--- src/inc/bti_cfg.svh ---
`ifndef BTI_CFG_SVH
`define BTI_CFG_SVH

// Register offsets on the serial register port.
`define BTI_OFS_MODE        8'h01
`define BTI_OFS_STATUS      8'h02
`define BTI_OFS_IRQ_EN      8'h03
`define BTI_OFS_CONFIG      8'h04
`define BTI_OFS_SINK_SEL    8'h05
`define BTI_OFS_OFF_TIME    8'h06
`define BTI_OFS_DIM_TIME    8'h07
`define BTI_OFS_FADE        8'h08

// Mode register field positions.
`define BTI_MODE_BL_ON      0
`define BTI_MODE_AUTO       1
`define BTI_MODE_DIM        4
`define BTI_MODE_ACTIVE     5

// Status and interrupt enable positions (same layout in both).
`define BTI_IRQ_MAIN        0
`define BTI_IRQ_SECOND      1
`define BTI_IRQ_OVERVOLT    2
`define BTI_IRQ_THERMAL     3
`define BTI_IRQ_SHORT       4

// Configuration register field positions.
`define BTI_CFG_FADE_OVR    0
`define BTI_CFG_LAW_LO      1
`define BTI_CFG_LAW_HI      2
`define BTI_CFG_LVL_LO      3
`define BTI_CFG_LVL_HI      4
`define BTI_CFG_SECOND_EN   5
`define BTI_CFG_STEER       6

// Writable bit masks; reserved bits read zero and ignore writes.
`define BTI_MASK_MODE       8'h33
`define BTI_MASK_STATUS     8'h1f
`define BTI_MASK_IRQ_EN     8'h1f
`define BTI_MASK_CONFIG     8'h7f
`define BTI_MASK_SINK_SEL   8'h7f
`define BTI_MASK_TIME       8'h7f
`define BTI_MASK_FADE       8'hff

// Reset values.
`define BTI_RST_REG         8'h00

// Sink channel that the second sensor borrows.
`define BTI_SECOND_CHAN     5

// Timeout tick: one second at a 10 ns clock.
`define BTI_SECOND_MS       1000
`define BTI_CLK_PERIOD_NS   10
`define BTI_TICKS_PER_SEC   ((`BTI_SECOND_MS * 1000000) / `BTI_CLK_PERIOD_NS)

`endif

--- src/inc/bti_pkg.sv ---
package bti_pkg;

   // One register access from the serial interface engine.
   typedef struct packed {
      logic       wr;     // Write strobe, one cycle.
      logic       rd;     // Read strobe, one cycle.
      logic [7:0] addr;   // Register offset.
      logic [7:0] wdata;  // Write data.
   } bti_req_type;

   // Fault and light sensor inputs from the analog side.
   typedef struct packed {
      logic       short_fault;   // Output short or overload event.
      logic       thermal;       // Over temperature event.
      logic       overvoltage;   // Output over voltage event.
      logic [1:0] main_light_input;    // Main comparator level code.
      logic [1:0] second_light_input;  // Second comparator level code.
      logic       at_max;        // Backlight current has reached maximum.
   } bti_sense_type;

   // Backlight timer states, Gray coded along the usual path.
   typedef enum logic [2:0] {
      BL_IDLE = 3'h0,   // Backlight not running.
      BL_RAMP = 3'h1,   // Rising to maximum current.
      BL_HOLD = 3'h3,   // Full current, dim countdown.
      BL_LATE = 3'h2,   // Off countdown.
      BL_DARK = 3'h6    // Off timeout reached.
   } bti_state_type;

endpackage

--- src/bti_regs.sv ---
`timescale 1ns/1ps
`include "bti_cfg.svh"
//////////////////////////////////////////////////////////////////////////////
//////////////////////////////////////////////////////////////////////////////
module bti_regs #(
   parameter int TICKS_PER_SEC = `BTI_TICKS_PER_SEC  // Clocks per second.
) (
   input  wire logic                 i_mclk,        // System clock.
   input  wire logic                 i_reset,       // Async reset, high.
   input  wire bti_pkg::bti_req_type i_reg_req,     // Register access.
   input  wire bti_pkg::bti_sense_type i_sense,     // Faults and sensors.
   output logic [7:0]                o_reg_rdata,   // Read data.
   output logic                      o_irq,         // Host interrupt, high.
   output logic                      o_backlight_run, // Backlight running.
   output logic                      o_dim_active,  // Dim current selected.
   output logic [1:0]                o_brightness_level, // Level code.
   output logic [1:0]                o_transfer_law, // Law code.
   output logic                      o_fade_override, // Fade override on.
   output logic [3:0]                o_fade_in_rate,  // Fade in code.
   output logic [3:0]                o_fade_out_rate, // Fade out code.
   output logic                      o_second_sensor_enable, // Sensor two on.
   output logic [6:0]                o_sink_on,     // Backlight sink drives.
   output logic [6:0]                o_sink_independent // Independent sinks.
);

   //////////////////////////////////////////////////////////////////////////
   // Parameter check.
   if (TICKS_PER_SEC < 2) begin : g_bad_tick
      $error("TICKS_PER_SEC must be at least 2.");
   end

   //////////////////////////////////////////////////////////////////////////
   // Register storage.
   logic [7:0] mode;        // Mode register.
   logic [7:0] status;      // Sticky event flags.
   logic [7:0] irq_enable;  // Interrupt enables.
   logic [7:0] config_reg;  // Backlight configuration.
   logic [7:0] sink_select; // Sink independent selects.
   logic [7:0] off_time;    // Off timeout seconds.
   logic [7:0] dim_time;    // Dim timeout seconds.
   logic [7:0] fade_rate;   // Fade rates.

   // Write decode per register.
   wire wr_mode   = i_reg_req.wr && i_reg_req.addr == `BTI_OFS_MODE;
   wire wr_status = i_reg_req.wr && i_reg_req.addr == `BTI_OFS_STATUS;
   wire wr_irq_en = i_reg_req.wr && i_reg_req.addr == `BTI_OFS_IRQ_EN;
   wire wr_config = i_reg_req.wr && i_reg_req.addr == `BTI_OFS_CONFIG;
   wire wr_sink   = i_reg_req.wr && i_reg_req.addr == `BTI_OFS_SINK_SEL;
   wire wr_off    = i_reg_req.wr && i_reg_req.addr == `BTI_OFS_OFF_TIME;
   wire wr_dim    = i_reg_req.wr && i_reg_req.addr == `BTI_OFS_DIM_TIME;
   wire wr_fade   = i_reg_req.wr && i_reg_req.addr == `BTI_OFS_FADE;
   wire [7:0] wdata = i_reg_req.wdata;

   //////////////////////////////////////////////////////////////////////////
   // Event detection for the status flags.
   logic [1:0] prev_main;    // Main level seen last cycle.
   logic [1:0] prev_second;  // Second level seen last cycle.

   // A comparator flag sets when its level code changes; the second one only while sensor two is enabled.
   wire main_trip   = i_sense.main_light_input != prev_main;
   wire second_trip = i_sense.second_light_input != prev_second &&
                      config_reg[`BTI_CFG_SECOND_EN];
   wire [7:0] flag_set = {3'h0, i_sense.short_fault, i_sense.thermal,
                          i_sense.overvoltage, second_trip, main_trip};
   wire [7:0] flag_clr = wr_status ? (wdata & `BTI_MASK_STATUS) : 8'h00;
   // Set wins over a clear arriving in the same cycle.
   wire [7:0] next_status = ((status & ~flag_clr) | flag_set) &
                            `BTI_MASK_STATUS;
   wire next_irq = |(next_status & irq_enable);

   // Remember comparator levels for change detection.
   always_ff @(posedge i_mclk or posedge i_reset) begin
      if (i_reset) begin
         prev_main   <= 2'h0;
         prev_second <= 2'h0;
      end else begin
         prev_main   <= i_sense.main_light_input;
         prev_second <= i_sense.second_light_input;
      end
   end

   //////////////////////////////////////////////////////////////////////////
   // Backlight level steering and mode control.
   wire bl_enable  = mode[`BTI_MODE_BL_ON] && mode[`BTI_MODE_ACTIVE];
   wire auto_level = mode[`BTI_MODE_AUTO];
   // The steering sensor is the second one only when selected.
   wire [1:0] steer_level = config_reg[`BTI_CFG_STEER] ?
                            i_sense.second_light_input :
                            i_sense.main_light_input;
   // Automatic response replaces whatever software wrote.
   wire [1:0] next_level = auto_level ? steer_level :
                           wr_config ? wdata[`BTI_CFG_LVL_HI:`BTI_CFG_LVL_LO] :
                           config_reg[`BTI_CFG_LVL_HI:`BTI_CFG_LVL_LO];
   wire [7:0] cfg_write = wr_config ? wdata : config_reg;
   wire [7:0] next_config = {cfg_write[7:5], next_level, cfg_write[2:0]} &
                            `BTI_MASK_CONFIG;

   //////////////////////////////////////////////////////////////////////////
   // One-second tick and countdown state.
   bti_pkg::bti_state_type state;      // Timer state.
   bti_pkg::bti_state_type next_state; // Timer next state.
   logic [31:0] tick_cnt;  // Clocks within the current second.
   logic [6:0]  sec_cnt;   // Whole seconds in the current state.

   wire sec_tick  = tick_cnt == 32'(TICKS_PER_SEC - 1);
   wire [6:0] dim_secs = dim_time[6:0];
   wire [6:0] off_secs = off_time[6:0];
   wire dim_done  = sec_tick && sec_cnt == dim_secs - 7'h01;
   wire off_done  = sec_tick && sec_cnt == off_secs - 7'h01;
   wire state_chg = next_state != state;

   // Next state of the backlight countdown.
   always_comb begin
      next_state = state;
      if (!bl_enable) begin
         next_state = bti_pkg::BL_IDLE;
      end else begin
         case (state)
            bti_pkg::BL_IDLE: begin
               next_state = bti_pkg::BL_RAMP;
            end
            bti_pkg::BL_RAMP: begin
               if (i_sense.at_max) begin
                  next_state = bti_pkg::BL_HOLD;
               end
            end
            bti_pkg::BL_HOLD: begin
               // Without a dim timeout the off count begins at once.
               if (dim_secs == 7'h00 || dim_done) begin
                  next_state = bti_pkg::BL_LATE;
               end
            end
            bti_pkg::BL_LATE: begin
               if (off_secs != 7'h00 && off_done) begin
                  next_state = bti_pkg::BL_DARK;
               end
            end
            bti_pkg::BL_DARK: begin
               next_state = bti_pkg::BL_DARK;
            end
            default: begin
               next_state = bti_pkg::BL_IDLE;
            end
         endcase
      end
   end

   // Hardware sets the dim flag at dim expiry; it needs the enable.
   wire hw_dim = state == bti_pkg::BL_HOLD && dim_secs != 7'h00 &&
                 dim_done;
   wire next_dim = !bl_enable ? 1'b0 :
                   hw_dim ? 1'b1 :
                   wr_mode ? wdata[`BTI_MODE_DIM] :
                   mode[`BTI_MODE_DIM];
   wire [7:0] mode_write = wr_mode ? (wdata & `BTI_MASK_MODE) : mode;
   wire [7:0] next_mode = {mode_write[7:5], next_dim, mode_write[3:0]} &
                          `BTI_MASK_MODE;

   // Seconds divider restarts on every state change.
   always_ff @(posedge i_mclk or posedge i_reset) begin
      if (i_reset) begin
         tick_cnt <= 32'h0;
         sec_cnt  <= 7'h00;
      end else if (state_chg) begin
         tick_cnt <= 32'h0;
         sec_cnt  <= 7'h00;
      end else if (sec_tick) begin
         tick_cnt <= 32'h0;
         sec_cnt  <= sec_cnt + 7'h01;
      end else begin
         tick_cnt <= tick_cnt + 32'h1;
      end
   end

   // Timer state; dropping the enable returns it to idle for a restart.
   always_ff @(posedge i_mclk or posedge i_reset) begin
      if (i_reset) begin
         state <= bti_pkg::BL_IDLE;
      end else begin
         state <= next_state;
      end
   end

   //////////////////////////////////////////////////////////////////////////
   // Register writes; reserved bits are masked off.
   always_ff @(posedge i_mclk or posedge i_reset) begin
      if (i_reset) begin
         mode        <= `BTI_RST_REG;
         status      <= `BTI_RST_REG;
         irq_enable  <= `BTI_RST_REG;
         config_reg  <= `BTI_RST_REG;
         sink_select <= `BTI_RST_REG;
         off_time    <= `BTI_RST_REG;
         dim_time    <= `BTI_RST_REG;
         fade_rate   <= `BTI_RST_REG;
      end else begin
         mode       <= next_mode;
         status     <= next_status;
         config_reg <= next_config;
         if (wr_irq_en) begin
            irq_enable <= wdata & `BTI_MASK_IRQ_EN;
         end
         if (wr_sink) begin
            sink_select <= wdata & `BTI_MASK_SINK_SEL;
         end
         if (wr_off) begin
            off_time <= wdata & `BTI_MASK_TIME;
         end
         if (wr_dim) begin
            dim_time <= wdata & `BTI_MASK_TIME;
         end
         if (wr_fade) begin
            fade_rate <= wdata & `BTI_MASK_FADE;
         end
      end
   end

   //////////////////////////////////////////////////////////////////////////
   // Read data mux; unmapped offsets read zero.
   wire [7:0] rd_mux =
      i_reg_req.addr == `BTI_OFS_MODE     ? mode        :
      i_reg_req.addr == `BTI_OFS_STATUS   ? status      :
      i_reg_req.addr == `BTI_OFS_IRQ_EN   ? irq_enable  :
      i_reg_req.addr == `BTI_OFS_CONFIG   ? config_reg  :
      i_reg_req.addr == `BTI_OFS_SINK_SEL ? sink_select :
      i_reg_req.addr == `BTI_OFS_OFF_TIME ? off_time    :
      i_reg_req.addr == `BTI_OFS_DIM_TIME ? dim_time    :
      i_reg_req.addr == `BTI_OFS_FADE     ? fade_rate   : 8'h00;

   //////////////////////////////////////////////////////////////////////////
   // Backlight run level and per-channel sink routing.
   wire bl_running = bl_enable && state != bti_pkg::BL_DARK &&
                     config_reg[`BTI_CFG_LVL_HI:`BTI_CFG_LVL_LO] != 2'h3;
   logic [6:0] next_sink_on;   // Backlight drive per channel.
   logic [6:0] next_sink_ind;  // Independent flag per channel.

   for (genvar ch = 0; ch < 7; ch++) begin : g_chan
      // Sensor two takes over channel six's pin.
      wire kill = ch == `BTI_SECOND_CHAN &&
                  config_reg[`BTI_CFG_SECOND_EN];
      assign next_sink_ind[ch] = sink_select[ch] && !kill;
      assign next_sink_on[ch]  = !sink_select[ch] && !kill &&
                                 bl_running;
   end

   //////////////////////////////////////////////////////////////////////////
   // Registered outputs.
   always_ff @(posedge i_mclk or posedge i_reset) begin
      if (i_reset) begin
         o_reg_rdata            <= 8'h00;
         o_irq                  <= 1'b0;
         o_backlight_run        <= 1'b0;
         o_dim_active           <= 1'b0;
         o_brightness_level     <= 2'h0;
         o_transfer_law         <= 2'h0;
         o_fade_override        <= 1'b0;
         o_fade_in_rate         <= 4'h0;
         o_fade_out_rate        <= 4'h0;
         o_second_sensor_enable <= 1'b0;
         o_sink_on              <= 7'h00;
         o_sink_independent     <= 7'h00;
      end else begin
         if (i_reg_req.rd) begin
            o_reg_rdata <= rd_mux;
         end
         o_irq              <= next_irq;
         o_backlight_run    <= bl_running;
         o_dim_active       <= mode[`BTI_MODE_DIM] && bl_enable;
         o_brightness_level <= config_reg[`BTI_CFG_LVL_HI:`BTI_CFG_LVL_LO];
         o_transfer_law     <= config_reg[`BTI_CFG_LAW_HI:`BTI_CFG_LAW_LO];
         o_fade_override    <= config_reg[`BTI_CFG_FADE_OVR];
         o_fade_in_rate     <= fade_rate[3:0];
         o_fade_out_rate    <= fade_rate[7:4];
         o_second_sensor_enable <= config_reg[`BTI_CFG_SECOND_EN];
         o_sink_on          <= next_sink_on;
         o_sink_independent <= next_sink_ind;
      end
   end

endmodule

--- config.mk ---
export PLATFORM = sky130hd
export DESIGN_NAME = bti_regs
export DESIGN_NICKNAME = d
export VERILOG_FILES = /design/src/inc/bti_pkg.sv /design/src/bti_regs.sv
export VERILOG_INCLUDE_DIRS = /design/src /design/src/inc
export SDC_FILE = /design/constraint.sdc
export NUM_CORES = 1
export LEC_CHECK = 0
export BUFFER_PORTS_ARGS = -buffer_cell sky130_fd_sc_hd__buf_2
export CORE_AREA = 3 3 114 116
export CTS_CLUSTER_DIAMETER = 60
export DETAILED_ROUTE_END_ITERATION = 8
export DIE_AREA = 0 0 117 119
export GPL_TIMING_DRIVEN = 1
export HOLD_SLACK_MARGIN = 0.05
export PLACE_DENSITY = 0.86
export SLEW_MARGIN = 20
export SYNTH_ARGS = -nofsm -noshare
export SYNTH_HDL_FRONTEND = slang
export SYNTH_SLANG_ARGS = --single-unit
--- constraint.sdc ---
create_clock -name i_mclk -period 4 [get_ports i_mclk]
set_input_delay 0.4 -clock i_mclk [delete_from_list [all_inputs] [get_ports i_mclk]]
set_output_delay 0.4 -clock i_mclk [all_outputs]
set_load 0.1 [all_outputs]
==> results.py <==
metrics = {
    "finish": {
        "nets": 700,
        "finalNonFillerCells": 826,
        "syn_to_final_growth_pct": 18.1,
        "seqCellArea_mm2": 0.00338,
        "largest_reg_flops": 32,
        "top_register": "tick_cnt",
        "drive_gt1_frac": 0.228,
        "nFillCells": 916,
        "largestRegisters": "tick_cnt: 32 flops, fade_rate: 8 flops, o_reg_rdata: 8 flops",
        "multi_input_area_mm2": 0.00278,
        "n_antenna_cell": 0,
        "finalInstanceArea_mm2": 0.00748,
    },
    "worst_hold_path": {
        "hp-class": "input port to flop",
    },
    "worst_setup_path": {
        "crit_type": "flop to flop",
        "path_max_fanout": 29,
        "critPathRequiredTime_ns": 4.26,
        "cp_cell_sequence": "nor4b_1 -> nand4_1 -> nor3_2 -> inv_1 -> nand2_1 -> nor2_1",
        "worstPathArrival_ns": 3.17,
        "start_kind": "flop",
        "cpMaxStageDelayCell": "nand2_1",
        "slowest_delay_ns": 0.74,
        "end_kind": "flop",
    },
    "timing": {
        "tns_ns": 0,
        "slew_violations": 0,
        "layout_setup_ws_ns": 1.09,
        "min_period_ns": 2.91,
        "final-hold-violation-count": 0,
        "whs_ns": 0.120,
        "tightestPinTransition_ns": 0.938,
        "finalCritPeriodShare": 0.728,
        "rsz0062_at_grt": "false",
        "max_freq_mhz": 343,
        "setup_violations": 0,
        "max_slew_margin": 0.373,
        "worst_clock_skew_ns": 0.0111,
    },
    "yosys": {
        "synth_ff_type": "dfrtp_1",
        "ys_seq_elements": 135,
        "yosys_warnings": 0,
        "avgSynthCellArea_um2": 10.6,
        "synth_nets": 631,
        "netlist_area_mm2": 0.00633,
        "synth_area_leaders": "dfrtp_1 53%, mux2_2 6.8%, xnor2_1 4.1%",
        "yosysTopAreaCell": "dfrtp_1",
        "yosysMostFrequentCell": "dfrtp_1",
        "synth_edf_count": 0,
        "seq_area_frac_synth": 0.533,
        "synthTopCellsByCount": "135 x dfrtp_1, 67 x nor2_1, 53 x nand2_1",
        "yosys.cell_types.count": 56,
        "synth-async-reset-ratio": 1.00,
        "synth_top_cell_area_share": 0.533,
        "syn_inst": 597,
    },
    "floorplan": {
        "die_w_um": 117,
        "start_util": 0.527,
        "dieArea_mm2": 0.0139,
        "rows": 40,
        "ios": 67,
        "core-area_mm2": 0.0120,
        "die_y_um": 119,
    },
    "place": {
        "gp_congestion": 0.947,
        "dpl_cell_area_mm2": 0.00680,
        "place_inst": 792,
        "io_buffers": 66,
        "hpwl_um": 10800,
        "pre_cts_slack_ns": 1.19,
    },
    "grt": {
        "antenna_found_initial": 0,
        "use_met2": 0.352,
        "grt_overflow": 0,
        "met3_usage": 0.0615,
        "grt_pass1_vias": 4909,
        "grt_max_degree": 58,
        "grt_pass1_wl_um": 25400,
        "busiest_layer": "met2",
        "grt_use_total": 0.237,
        "globalRouteMet1Util": 0.329,
    },
    "clock_tree": {
        "post_cts_buffers": 0,
        "htreeDepth": 4,
        "numCtsBuffers": 17,
        "cts.path.max_buffers": 2,
        "cts_sinks": 135,
        "cts_tree": "done",
        "insertion_delay_ns": 0.43,
        "clk_pin_slew_ns": 0.06,
        "cts-root-buf": "clkbuf_16",
    },
    "pwr": {
        "leakage_nw": 3.58,
        "vdd_ir_drop_max_mv": 0.287,
        "power_density_mw_per_mm2": 501,
    },
    "detailed_routing": {
        "drtPass1Iterations": 7,
        "drc": 0,
        "antenna_left": 0,
        "vias_per_cell": 5.93,
        "avgRoutedWirePerCell_um": 18.9,
        "drtIter0Drc": 610,
        "routed_wl_um": 15600,
        "num_vias": 4902,
    },
    "status": {
        "status": "completed",
    },
    "flow_run": {
        "cap_viol_max_count": 0,
    },
}
[critical path: cells and delay by family, from the launching register on]
family	cells	cell delay [ns]
flip-flops	1	0.43
buffers and inverters	1	0.17
AND/OR/NAND/NOR	5	2.16
[cell type report]
class	count	share of cell area
Multi-Input combinational cell	418	0.372
Inverter	22	0.0115
Clock inverter	12	0.0233
Timing Repair Buffer	72	0.0539
Sequential cell	135	0.452
Tap cell	147	0.0246
Clock buffer	20	0.0624
[metrics by stage]
stage	power, mW	util
after detailed placement	2.08	0.566
after CTS	3.76	0.619
final	3.74	0.622
after floorplan	1.94	-
after global routing	3.88	0.622
after global placement	2.06	0.566
[report_power, final]
group	internal (mW)	switching (mW)
logic	0.140	0.356
clock network	1.09	0.586
registers	1.47	0.108
total	2.69	1.05
[per-layer routing]
metal	routed length [um]	up-vias
met5	0	-
met4	314	0
met3	1280	26
met2	7400	222
met1	6610	2420
li1	-	2234
[cells by family (layout without fill, tap and decap cells)]
| kind of cell | Yosys count | count (layout) | share of synthesized area |
|---|---|---|---|
| compound gates | 81 | 81 | 0.0818 |
| xor+xnor | 57 | 57 | 0.0788 |
| fa+ha+maj | 6 | 6 | 0.0119 |
| buf+inv | 44 | 126 | 0.0279 |
| flops | 135 | 135 | 0.533 |
| mux | 48 | 48 | 0.0834 |
| simple gates | 226 | 226 | 0.183 |
[worst paths after layout]
kind	from	end	slack [ns]	cells past startpoint
max in group asynchronous	i_reset	tick_cnt[25]	2.79	4
setup / recovery	tick_cnt[9]	tick_cnt[23]	1.09	6
setup reg to reg	tick_cnt[9]	tick_cnt[23]	1.09	6
min in group asynchronous	i_reset	sink_select[6]	0.53	3
hold reg to reg	config_reg[0]	o_fade_override	0.40	0
hold / removal	i_sense[1]	prev_second[0]	0.12	1
[layout by cell type (no fill, tap or decap), types with 3 or more instances in the layout]
cell	netlist	final
o21ai_0	29	29
nand4_1	25	25
a211oi_1	4	4
mux2_2	38	38
a22oi_1	3	3
and2_1	3	3
nand2_1	53	53
clkinvlp_4	0	5
xor2_1	27	27
nor2_2	3	3
nand2b_1	3	3
ha_1	6	6
dfrtp_1	135	135
buf_2	3	66
inv_1	22	21
clkbuf_16	0	17
clkinv_2	0	3
buf_4	0	3
o22ai_1	5	5
a21oi_1	13	13
and3_1	9	9
mux2i_1	10	10
nand3_1	17	17
nor4_1	6	5
a221o_1	4	4
nor2b_1	9	9
a21o_1	3	3
a31oi_1	6	6
xnor2_1	30	30
and4_1	5	5
nor2_1	67	67
clkbuf_8	0	3
nor3_1	9	9
bufinv_16	0	4
[timing repair]
item | 4_1_cts | 5_1_grt
gates resized for setup | 0 | 0
hold buffers | 0 | 1
hold endpoints to repair | 0 | 15
Note: power is estimated with default switching activity, not from simulation.
